==> src/verilog/toc_pkg.sv <==
/*
 * Constants for the timer pair and output compare block: register byte
 * addresses, control field positions, write masks, reset values, mode codes.
 * Assumes a plain register port with byte addresses of 8 bits and 32-bit data.
 */
`default_nettype none
package toc_pkg;

    localparam int ADDR_W = 8;
    localparam int DATA_W = 32;
    localparam int HALF_W = 16;

    // Register byte addresses
    localparam logic [ADDR_W-1:0] ADDR_TMR2_CON = 8'h00;
    localparam logic [ADDR_W-1:0] ADDR_TMR2_CNT = 8'h04;
    localparam logic [ADDR_W-1:0] ADDR_TMR2_PER = 8'h08;
    localparam logic [ADDR_W-1:0] ADDR_TMR3_CON = 8'h10;
    localparam logic [ADDR_W-1:0] ADDR_TMR3_CNT = 8'h14;
    localparam logic [ADDR_W-1:0] ADDR_TMR3_PER = 8'h18;
    localparam logic [ADDR_W-1:0] ADDR_OC_CON   = 8'h20;
    localparam logic [ADDR_W-1:0] ADDR_OC_PRI   = 8'h24;
    localparam logic [ADDR_W-1:0] ADDR_OC_SEC   = 8'h28;

    // Shared control bit positions
    localparam int BIT_ON    = 15;
    localparam int BIT_IDLE_STOP  = 13;
    // Timer control fields
    localparam int BIT_GATE_ACCUMULATE = 7;
    localparam int PS_LSB    = 4;
    localparam int PS_W      = 3;
    localparam int BIT_T32   = 3;
    localparam int BIT_TCS   = 1;
    // Compare control fields
    localparam int BIT_COMPARE_32BIT  = 5;
    localparam int BIT_FAULT_FLAG = 4;
    localparam int BIT_OCSEL = 3;
    localparam int OCM_LSB   = 0;
    localparam int OCM_W     = 3;

    // Writable bits of each control register
    localparam logic [HALF_W-1:0] TCON_MASK_EVEN = 16'hA0FA;
    localparam logic [HALF_W-1:0] TCON_MASK_ODD  = 16'hA0F2;
    localparam logic [HALF_W-1:0] OCCON_MASK     = 16'hA02F;

    // Reset values
    localparam logic [HALF_W-1:0] CON_RST = 16'h0000;
    localparam logic [HALF_W-1:0] CNT_RST = 16'h0000;
    localparam logic [HALF_W-1:0] PER_RST = 16'hFFFF;
    localparam logic [DATA_W-1:0] CMP_RST = 32'h0000_0000;
    localparam logic [7:0]        PRE_RST = 8'h00;
    localparam logic [HALF_W-1:0] HALF_ZERO = 16'h0000;
    localparam logic [DATA_W-1:0] WORD_ZERO = 32'h0000_0000;

    // Compare mode codes
    localparam logic [OCM_W-1:0] OCM_OFF      = 3'h0;
    localparam logic [OCM_W-1:0] OCM_SET_HIGH = 3'h1;
    localparam logic [OCM_W-1:0] OCM_SET_LOW  = 3'h2;
    localparam logic [OCM_W-1:0] OCM_TOGGLE   = 3'h3;
    localparam logic [OCM_W-1:0] OCM_SINGLE   = 3'h4;
    localparam logic [OCM_W-1:0] OCM_CONT     = 3'h5;
    localparam logic [OCM_W-1:0] OCM_PWM      = 3'h6;
    localparam logic [OCM_W-1:0] OCM_PWM_FLT  = 3'h7;

    // Last prescaler count for each prescale_select code
    localparam logic [7:0] PS_MAX [0:7] = '{8'h00, 8'h01, 8'h03, 8'h07, 8'h0F, 8'h1F, 8'h3F, 8'hFF};

    localparam int SYNC_W = 3;

    typedef enum logic [1:0] {PULSE_WAIT_RISE, PULSE_WAIT_FALL, PULSE_DONE} toc_pulse_t;

endpackage
`default_nettype wire

==> src/verilog/toc_top.sv <==
/*
 * Two 16-bit timers (timer two, timer three) that may pair into one 32-bit
 * timer, plus one output compare unit driving a pin, with a register port.
 * Assumes one 40 MHz clock; the external clock, gate and fault pins are
 * asynchronous and are synchronised here; idle_mode_i is on the same clock.
 */
// The implementer's own choices: strobed register access and the register addresses.
`timescale 1ns/100ps
`default_nettype none

module toc_top
    import toc_pkg::*;
(
    input  wire logic              ref_clk_i,
    input  wire logic              rstn_i,
    input  wire logic [ADDR_W-1:0] addr_i,
    input  wire logic [DATA_W-1:0] wr_data_i,
    input  wire logic              wr_en_i,
    input  wire logic              rd_en_i,
    output logic      [DATA_W-1:0] rd_data_o,
    input  wire logic              idle_mode_i,
    input  wire logic              ext_clk_i,
    input  wire logic              gate_i,
    input  wire logic              fault_n_i,
    output logic                   compare_out_o,
    output logic                   compare_oe_o
);

    function automatic logic [7:0] prescale_last(input logic [PS_W-1:0] sel);
        return PS_MAX[sel];
    endfunction

    function automatic logic [DATA_W-1:0] cmp_width(input logic [DATA_W-1:0] v, input logic wide);
        return wide ? v : {HALF_ZERO, v[HALF_W-1:0]};
    endfunction

    logic [HALF_W-1:0] tcon_reg [0:1];
    logic [HALF_W-1:0] cnt_reg  [0:1];
    logic [HALF_W-1:0] per_reg  [0:1];
    logic [HALF_W-1:0] cnt_next [0:1];
    logic [7:0]        pre_reg  [0:1];
    logic [HALF_W-1:0] ctl      [0:1];
    logic [1:0]        step;
    logic [1:0]        inc;
    logic [1:0]        wrap;
    logic              paired;
    logic [SYNC_W-1:0] ext_sync_reg;
    logic [1:0]        gate_sync_reg;
    logic [1:0]        flt_sync_reg;
    logic              ext_rise;
    logic              fault_act;

    logic [HALF_W-1:0] ccon_reg;
    logic [DATA_W-1:0] pri_reg;
    logic [DATA_W-1:0] sec_reg;
    logic              adv_reg;
    logic              restart_reg;
    logic              last_on_reg;
    logic [OCM_W-1:0]  last_mode_reg;
    logic              out_reg;
    logic              flt_reg;
    toc_pulse_t        pulse_reg;
    logic [OCM_W-1:0]  mode;
    logic              oc_on;
    logic              oc_run;
    logic              oc_init;
    logic [DATA_W-1:0] base;
    logic              match_pri;
    logic              match_sec;
    logic [DATA_W-1:0] rd_next;
    logic [DATA_W-1:0] rd_data_reg;

    // Pin synchronisers
    always_ff @(posedge ref_clk_i or negedge rstn_i) begin
        if (!rstn_i) begin
            ext_sync_reg  <= '0;
            gate_sync_reg <= '0;
            flt_sync_reg  <= '1;
        end else begin
            ext_sync_reg  <= {ext_sync_reg[SYNC_W-2:0], ext_clk_i};
            gate_sync_reg <= {gate_sync_reg[0], gate_i};
            flt_sync_reg  <= {flt_sync_reg[0], fault_n_i};
        end
    end

    assign ext_rise  = ext_sync_reg[1] & ~ext_sync_reg[2];
    assign fault_act = ~flt_sync_reg[1];
    assign paired    = tcon_reg[0][BIT_T32];

    // Timer control and counting
    always_comb begin
        logic [2*HALF_W-1:0] c32;
        logic [2*HALF_W-1:0] p32;
        c32 = {cnt_reg[1], cnt_reg[0]};
        p32 = {per_reg[1], per_reg[0]};
        for (int i = 0; i < 2; i++) begin
            ctl[i]  = (i == 1 && paired) ? tcon_reg[0] : tcon_reg[i];
            step[i] = ctl[i][BIT_ON]
                      & ~(idle_mode_i & (ctl[i][BIT_IDLE_STOP] | (paired & tcon_reg[1][BIT_IDLE_STOP])))
                      & (ctl[i][BIT_TCS] ? ext_rise : 1'b1)
                      & ((ctl[i][BIT_GATE_ACCUMULATE] & ~ctl[i][BIT_TCS]) ? gate_sync_reg[1] : 1'b1);
            inc[i]  = step[i] & (pre_reg[i] >= prescale_last(ctl[i][PS_LSB +: PS_W]));
        end
        if (paired) begin
            inc[1]  = inc[0];
            wrap[0] = inc[0] & (c32 == p32);
            wrap[1] = wrap[0];
            c32     = wrap[0] ? '0 : (inc[0] ? c32 + 32'h0000_0001 : c32);
            cnt_next[0] = c32[HALF_W-1:0];
            cnt_next[1] = c32[2*HALF_W-1:HALF_W];
        end else begin
            for (int i = 0; i < 2; i++) begin
                wrap[i]     = inc[i] & (cnt_reg[i] == per_reg[i]);
                cnt_next[i] = wrap[i] ? CNT_RST : (inc[i] ? cnt_reg[i] + 16'h0001 : cnt_reg[i]);
            end
        end
    end

    always_ff @(posedge ref_clk_i or negedge rstn_i) begin
        if (!rstn_i) begin
            for (int i = 0; i < 2; i++) begin
                tcon_reg[i] <= CON_RST;
                cnt_reg[i]  <= CNT_RST;
                per_reg[i]  <= PER_RST;
                pre_reg[i]  <= PRE_RST;
            end
        end else begin
            for (int i = 0; i < 2; i++) begin
                cnt_reg[i] <= cnt_next[i];
                if (!ctl[i][BIT_ON] || inc[i]) begin
                    pre_reg[i] <= PRE_RST;
                end else if (step[i]) begin
                    pre_reg[i] <= pre_reg[i] + 8'h01;
                end
            end
            if (wr_en_i) begin
                unique case (addr_i)
                    ADDR_TMR2_CON: tcon_reg[0] <= wr_data_i[HALF_W-1:0] & TCON_MASK_EVEN;
                    ADDR_TMR3_CON: tcon_reg[1] <= wr_data_i[HALF_W-1:0] & TCON_MASK_ODD;
                    ADDR_TMR2_CNT: cnt_reg[0]  <= wr_data_i[HALF_W-1:0];
                    ADDR_TMR3_CNT: cnt_reg[1]  <= wr_data_i[HALF_W-1:0];
                    ADDR_TMR2_PER: per_reg[0]  <= wr_data_i[HALF_W-1:0];
                    ADDR_TMR3_PER: per_reg[1]  <= wr_data_i[HALF_W-1:0];
                    default: ;
                endcase
            end
        end
    end

    // Compare time base and match detection
    assign mode    = ccon_reg[OCM_LSB +: OCM_W];
    assign oc_on   = ccon_reg[BIT_ON];
    assign oc_run  = oc_on & ~(idle_mode_i & ccon_reg[BIT_IDLE_STOP]);
    assign oc_init = oc_on & (~last_on_reg | (mode != last_mode_reg));
    assign base    = ccon_reg[BIT_COMPARE_32BIT] ? {cnt_reg[1], cnt_reg[0]}
                   : {HALF_ZERO, ccon_reg[BIT_OCSEL] ? cnt_reg[1] : cnt_reg[0]};
    assign match_pri = adv_reg & (base == cmp_width(pri_reg, ccon_reg[BIT_COMPARE_32BIT]));
    assign match_sec = adv_reg & (base == cmp_width(sec_reg, ccon_reg[BIT_COMPARE_32BIT]));

    always_ff @(posedge ref_clk_i or negedge rstn_i) begin
        if (!rstn_i) begin
            adv_reg       <= 1'b0;
            restart_reg   <= 1'b0;
            last_on_reg   <= 1'b0;
            last_mode_reg <= OCM_OFF;
        end else begin
            adv_reg       <= (ccon_reg[BIT_COMPARE_32BIT] || !ccon_reg[BIT_OCSEL]) ? inc[0] : inc[1];
            restart_reg   <= (ccon_reg[BIT_COMPARE_32BIT] || !ccon_reg[BIT_OCSEL]) ? wrap[0] : wrap[1];
            last_on_reg   <= oc_on;
            last_mode_reg <= mode;
        end
    end

    // Compare control registers
    always_ff @(posedge ref_clk_i or negedge rstn_i) begin
        if (!rstn_i) begin
            ccon_reg <= CON_RST;
            pri_reg  <= CMP_RST;
            sec_reg  <= CMP_RST;
        end else if (wr_en_i) begin
            unique case (addr_i)
                ADDR_OC_CON: ccon_reg <= wr_data_i[HALF_W-1:0] & OCCON_MASK;
                ADDR_OC_PRI: pri_reg  <= wr_data_i;
                ADDR_OC_SEC: sec_reg  <= wr_data_i;
                default: ;
            endcase
        end
    end

    // Fault flag, hardware set and clear
    always_ff @(posedge ref_clk_i or negedge rstn_i) begin
        if (!rstn_i) begin
            flt_reg <= 1'b0;
        end else if (!oc_on || mode != OCM_PWM_FLT) begin
            flt_reg <= 1'b0;
        end else if (oc_run && fault_act) begin
            flt_reg <= 1'b1;
        end else if (oc_run && restart_reg) begin
            flt_reg <= 1'b0;
        end
    end

    // Output pin sequencing
    always_ff @(posedge ref_clk_i or negedge rstn_i) begin
        if (!rstn_i) begin
            out_reg   <= 1'b0;
            pulse_reg <= PULSE_WAIT_RISE;
        end else if (!oc_on || mode == OCM_OFF) begin
            out_reg   <= 1'b0;
            pulse_reg <= PULSE_WAIT_RISE;
        end else if (oc_init) begin
            out_reg   <= (mode == OCM_SET_LOW);
            pulse_reg <= PULSE_WAIT_RISE;
        end else if (oc_run) begin
            unique case (mode)
                OCM_SET_HIGH: if (match_pri) out_reg <= 1'b1;
                OCM_SET_LOW:  if (match_pri) out_reg <= 1'b0;
                OCM_TOGGLE:   if (match_pri) out_reg <= ~out_reg;
                OCM_SINGLE, OCM_CONT: begin
                    unique case (pulse_reg)
                        PULSE_WAIT_RISE: begin
                            if (match_pri) begin
                                out_reg   <= 1'b1;
                                pulse_reg <= PULSE_WAIT_FALL;
                            end
                        end
                        PULSE_WAIT_FALL: begin
                            if (match_sec) begin
                                out_reg   <= 1'b0;
                                pulse_reg <= (mode == OCM_CONT) ? PULSE_WAIT_RISE : PULSE_DONE;
                            end
                        end
                        PULSE_DONE: ;
                        default: pulse_reg <= PULSE_DONE;
                    endcase
                end
                OCM_PWM, OCM_PWM_FLT: begin
                    if (mode == OCM_PWM_FLT && (fault_act || flt_reg) && !(restart_reg && !fault_act)) begin
                        out_reg <= 1'b0;
                    end else if (match_sec) begin
                        out_reg <= 1'b0;
                    end else if (restart_reg) begin
                        out_reg <= 1'b1;
                    end
                end
                default: ;
            endcase
        end
    end

    assign compare_out_o = out_reg;
    assign compare_oe_o  = oc_on && mode != OCM_OFF;

    // Register read port, data one cycle after the strobe
    always_comb begin
        rd_next = WORD_ZERO;
        unique case (addr_i)
            ADDR_TMR2_CON: rd_next[HALF_W-1:0] = tcon_reg[0] & ~(HALF_W'(tcon_reg[0][BIT_TCS]) << BIT_GATE_ACCUMULATE);
            ADDR_TMR3_CON: rd_next[HALF_W-1:0] = tcon_reg[1] & ~(HALF_W'(tcon_reg[1][BIT_TCS]) << BIT_GATE_ACCUMULATE);
            ADDR_TMR2_CNT: rd_next[HALF_W-1:0] = cnt_reg[0];
            ADDR_TMR3_CNT: rd_next[HALF_W-1:0] = cnt_reg[1];
            ADDR_TMR2_PER: rd_next[HALF_W-1:0] = per_reg[0];
            ADDR_TMR3_PER: rd_next[HALF_W-1:0] = per_reg[1];
            ADDR_OC_CON: begin
                rd_next[HALF_W-1:0] = ccon_reg;
                rd_next[BIT_FAULT_FLAG]  = flt_reg & (mode == OCM_PWM_FLT);
            end
            ADDR_OC_PRI:   rd_next = pri_reg;
            ADDR_OC_SEC:   rd_next = sec_reg;
            default: ;
        endcase
    end

    always_ff @(posedge ref_clk_i or negedge rstn_i) begin
        if (!rstn_i) begin
            rd_data_reg <= WORD_ZERO;
        end else begin
            rd_data_reg <= rd_en_i ? rd_next : WORD_ZERO;
        end
    end

    assign rd_data_o = rd_data_reg;

endmodule
`default_nettype wire
==> config.mk <==
export PLATFORM = sky130hd
export DESIGN_NAME = toc_top
export DESIGN_NICKNAME = d
export VERILOG_FILES = /design/src/verilog/toc_pkg.sv /design/src/verilog/toc_top.sv
export SDC_FILE = /design/constraint.sdc
export NUM_CORES = 1
export LEC_CHECK = 0
export BUFFER_PORTS_ARGS = -buffer_cell sky130_fd_sc_hd__buf_4
export CAP_MARGIN = 15
export CORE_UTILIZATION = 40
export DETAILED_ROUTE_END_ITERATION = 10
export PLACE_DENSITY = 0.65
export SLEW_MARGIN = 15
export SYNTH_ARGS = -nofsm -noshare
export SYNTH_HDL_FRONTEND = slang
export SYNTH_SLANG_ARGS = --single-unit
==> constraint.sdc <==
create_clock -name ref_clk_i -period 3.8 [get_ports ref_clk_i]
set_input_delay 0.38 -clock ref_clk_i [delete_from_list [all_inputs] [get_ports ref_clk_i]]
set_output_delay 0.38 -clock ref_clk_i [all_outputs]
set_load 0.01 [all_outputs]
==> Yosys cells after proc, flatten, opt, wreduce, memory -nomap -nowiden <==
Memory sizes are Yosys's and may differ from the RTL's.
Index checks and enable logic that the tools add are counted.
{ "op_classes": {"n_mux": 57, "bitwise_logic": 41, "n_lt_le_gt_ge": 4, "eq_ne": 32, "n_addsub": 5, "reduce_logical": 38} }
{ "ops": {"columns": ["op", "n"], "rows": [
  ["two-way mux 32 bit", 8],
  ["case mux 16 bit (9 select lines)", 1],
  ["two-way mux 16 bit", 8],
  ["== test 32 bit", 3],
  ["two-way mux 8 bit", 8],
  ["adder 16 x 1 -> 16 bit (second input constant)", 2],
  ["adder 32 x 1 -> 32 bit (second input constant)", 1],
  ["AND 16 bit", 2],
  ["== test 16 bit", 2],
  ["inverter 8 -> 16 bit", 2],
  ["case mux 16 bit (2 select lines)", 1],
  ["== test 8 x 5 -> 1 bit (second input constant)", 3],
  ["== test 8 x 6 -> 1 bit (second input constant)", 3],
  ["AND 1 bit", 23],
  ["two-way mux 1 bit", 20],
  ["adder 8 x 1 -> 8 bit (second input constant)", 2],
  [">= comparator 8 bit", 2],
  ["two-way mux 2 bit", 8],
  ["!= test 4 bit (second input constant)", 4],
  ["AND reduction 2 bit", 7],
  ["== test 3 bit (second input constant)", 4],
  ["nonzero test 3 bit", 4],
  ["inverter 1 bit", 9],
  ["== test 8 x 3 -> 1 bit (second input constant)", 1],
  ["27 further kinds", 49]
]} }
{ "totals": {"romBits": 128, "word_cells": 201, "register_bits": 215, "mem_count": 2, "output_inout_bits": 34, "inputBits": 48} }
{ "memory_table": {"columns": ["name", "words", "word_bits", "read_ports", "rd_ports_with_merged_regs", "wr", "line_no", "source"], "rows": [
  ["(no name shown)", 8, 8, 1, 0, 0, "toc_top.sv:30", "return PS_MAX[sel];"],
  ["(no name shown)", 8, 8, 1, 0, 0, "toc_top.sv:30", null]
]} }

==> Longest topological paths before layout <==
{ "depth": {"ltp_word": 13, "ltp_mapped": 14, "ltp_nobuf": 12} }

==> Least setup slack after synthesis <==
No wires, ideal clock.
{ "synth_timing": {"path_kind": "register to register", "startpoint": "register tcon_reg (netlist bit ctl[19])", "endpoint": "register cnt_reg[5] (netlist name)", "required_ps": 3679, "setup_time_ps": 121, "period_less_slack_ps": 3172, "n_path_buf": 2, "arrival_time_ps": 3051, "path_stages_with_launch": 15, "path_slack_ps": 628, "cell_sequence": "dfrtp_1 buf_2 mux2_2 nor2_1 nand2_1 ha_1 nand2b_1 a21o_1 a211oi_1 o21ai_1 nand2_1 clkbuf_1 nor2_1 a221o_1 a22o_1"} }
{ "synth_via": {"elab_chain_len": 13, "elab_cells_between_ends": 34, "cone_classes": "order compare: 1; mux: 12; bitwise: 20; memory: 1"} }
{ "synth_rtl": {"columns": ["item", "line_no", "source"], "rows": [
  ["start: declaration", "toc_top.sv:37", "logic [HALF_W-1:0] tcon_reg [0:1];"],
  ["parallel branches: the longest is 10 deep, another holds memory (8 x 8 bit)", null, null],
  ["two-way mux 32 bit *", "toc_top.sv:104", "if (paired) begin"],
  ["two-way mux 16 bit", "toc_top.sv:137", "unique case (addr_i)"],
  ["two-way mux 32 bit *", "toc_top.sv:136", "if (wr_en_i) begin"],
  ["end signal: indexed assignment", "toc_top.sv:129", "cnt_reg[i] <= cnt_next[i];"],
  ["end: declaration", "toc_top.sv:38", "logic [HALF_W-1:0] cnt_reg [0:1];"]
]} }
Mark *: on every way between the ends. The select of a mux whose other input is x is not followed.
A chain may end at the register's enable or synchronous reset.

==> Worst setup path after layout <==
{ "layout_timing": {"startpoint": "register tcon_reg (netlist bit ctl[19])", "endpoint": "register pre_reg[3] (netlist name)"} }
{ "layout_via": {"elab_chain_len": 11, "elab_cells_between_ends": 30, "cone_classes": "order compare: 1; mux: 7; bitwise: 18; reduce/logical: 3; memory: 1"} }
{ "layout_rtl": {"columns": ["item", "line_no", "source"], "rows": [
  ["parallel branches: the longest is 11 deep, another holds memory (8 x 8 bit)", null, null],
  ["end signal: indexed assignment", "toc_top.sv:133", "pre_reg[i] <= pre_reg[i] + 8'h01;"],
  ["end: declaration", "toc_top.sv:41", "logic [7:0] pre_reg [0:1];"]
]} }
Parallel ways; which one is timed is not known. The select of a mux whose other input is x is not followed.

==> metrics <==
status=complete, no violations; syn_nets=1263; minimum clock period=3.396 ns; Main synth FF type=dfrtp_1; Worst Skew=0.03279 ns; RSZ-0062 raised after global routing=no; Leak Pwr=6.237 nW; fmax=294.4 MHz; clk sinks=215; nets@finish=1337; area growth from synthesis to layout=15.57%; drt drc=0; Final Hold Fails=0; Yosys top cell area share=36.48%; Synth top cells by count=181 x dfrtp_1, 121 x mux2_2, 82 x nand2_1, 75 x xor2_1, 64 x nor2_1; Setup TNS=0 ns; GRT overflow=0; Critical Path RT=4.18 ns; Area contributors post-synth=dfrtp_1 36%, mux2_2 11%, dfstp_2 7.2%; die area=31740 um2; share of cells above drive strength 1=26.86%; Yosys Warn Count=0; Clock Pin Slew Worst Setup and Hold Paths=0.06 ns; count leader, synth=dfrtp_1; largest net degree at the start of global routing=87; CTS Buffer Depth=3; Worst Setup Path Type=reg2reg; H-tree levels=1; crit path cell chain=mux2_2 > nor2_1 > nand2_1 > ha_1 > nand2b_1 > a21o_1 > a211oi_1 > o21ai_1 > nand2_1 > a32oi_1 > nor2_1; Startpoint Class=flip-flop; slowest stage delay, CP=0.67 ns; slowest CP cell=a32oi_1; Yosys reg bits=215; post-synthesis sequential area ratio=43.68%; number of max-cap violations=0; # diodes=0; GRT Total Usage=26.38%; vias post-DR=10396; Slew HR=31.92%; DR iter-0 viols=1205; DRT Wirelength=41410 um; Cell Area, Synth=12410 um2; CP max FO=12; vias in the first global route=10007; row count=64; Crit path max-delay family=compound AO/OA/AOI/OAI gates; Final Max Tran Viols=0; Pre-antenna DRT Iters=6; final worst path period share=89.38%; Skew-Pair Late Insertion Delay=0.55 ns; peak supply drop=0.0002964 V; Syn Inst Count=1195; asr flop ratio synth=100.0%; I/O Buffers=81; vias per cell=6.173; CP bufs+invs=0; CP arrival=3.77 ns; critical path depth=11; total CTS buffers=25; Routed WL per cell=24.59 um; floorplan core area=30590 um2; hold depth=2; reg2reg path depth=11; worst min-delay path class=in2reg; Die Y=178.2 um; EDFF count, synth=0; GPL Wtd Cong=0.9851; CP Capture Type=flip-flop; synthesized area per cell=10.39 um2; HPWL after DPL=29600 um; DRT antenna net count=0; Design Power=6.445 mW; initial antenna violation count=2; first-pass GRT wire length=62710 um; Setup violations, final=0; Worst-Margin Slew=1.018 ns; CTS tree=built; Yosys cell types=83; Power per Cell Area=449.2 nW/um2; area leader, netlist=dfrtp_1; root buffer cell=clkbuf_16; IO Pins=82; Starting Density=40.58%; Die X=178.2 um
-- what timing repair did --
item	CTS	global route
setup buffers	0	0
resized for setup	0	0
hold endpoints to repair	72	0
hold buffers	4	0
-- metrics by stage --
step	cells	setup slack, ns	area (um2)	hold slack, ns	util (%)
finish	1684	0.4036	14350	0.09538	46.90
global placement	1634	0.5319	13460	0.3312	43.99
detailed placement	1634	0.4237	13460	0.3402	43.99
CTS	1684	0.4069	14350	0.08416	46.90
global route	1684	0.09128	14350	0.09047	46.90
floorplan	1195	0.6277	12410	0.08441	-
-- power breakdown --
group          total, mW  internal, mW  switching (mW)
clock               2.50          1.48            1.03
combinational       1.23         0.510           0.718
sequential          2.71          2.44           0.272
-- layout make-up --
type,instances,area (um2)
clock buffer,30,674.4
clock inverter,16,177.7
fill,2898,16240
inverter,37,138.9
multi-input combinational,866,6477
sequential,215,5423
tap,396,495.5
timing repair buffer,124,960.9
-- layout by cell type, fill, tap and decap left out, drive strengths merged, types with 12 or more instances in the layout --
master / n
dfrtp: 181
mux2: 121
buf: 120
nand2: 82
xor2: 76
nor2: 66
a22oi: 54
xnor2: 48
inv: 39
nor2b: 37
o21ai: 35
dfstp: 34
clkbuf: 30
nand3: 28
nand4: 25
a21oi: 23
ha: 20
a31oi: 19
nor4: 17
nor3: 16
and3: 14
o221ai: 14
a221oi: 12
-- worst paths after layout --
check | slack (ns) | to | startpoint
min in group asynchronous | 0.43 | rd_data_o[28] | rstn_i
hold / removal | 0.1 | sec_reg[29] | wr_data_i[29]
max in group asynchronous | 2.40 | per_reg[6] | rstn_i
setup reg to reg | 0.40 | pre_reg[3] | ctl[19]
hold reg to reg | 0.35 | flt_sync_reg[1] | flt_sync_reg[0]
setup / recovery | 0.40 | pre_reg[3] | ctl[19]
-- worst register-to-register path, cell delays in order, from the launching register on --
cell      delay (ns)
dfrtp_1         0.45
mux2_2          0.40
nor2_1          0.16
nand2_1         0.08
ha_1            0.27
nand2b_1        0.09
a21o_1          0.11
a211oi_1        0.06
o21ai_1         0.42
nand2_1         0.43
a32oi_1         0.67
nor2_1          0.12
-- logic make-up (layout without fill, tap and decap cells) --
family / count (synthesis) / in the layout / share of synthesized area [%]
xor+xnor: 124 / 124 / 8.809
flops: 215 / 215 / 43.68
mux: 128 / 128 / 11.54
buf+inv: 114 / 207 / 4.183
simple gates: 332 / 332 / 13.90
fa+ha+maj: 20 / 20 / 2.016
compound gates: 262 / 262 / 15.87
-- metal layers --
metal  share of wire, %  global-route usage [%]  vias up
met5                  0                       0        -
met4                5.3                   12.39        0
met3                9.7                   5.946      153
met2                 44                   38.96      594
met1                 41                   36.50     5101
li1                   -                       -     4548
No activity file was read; power rests on OpenSTA's default activity.
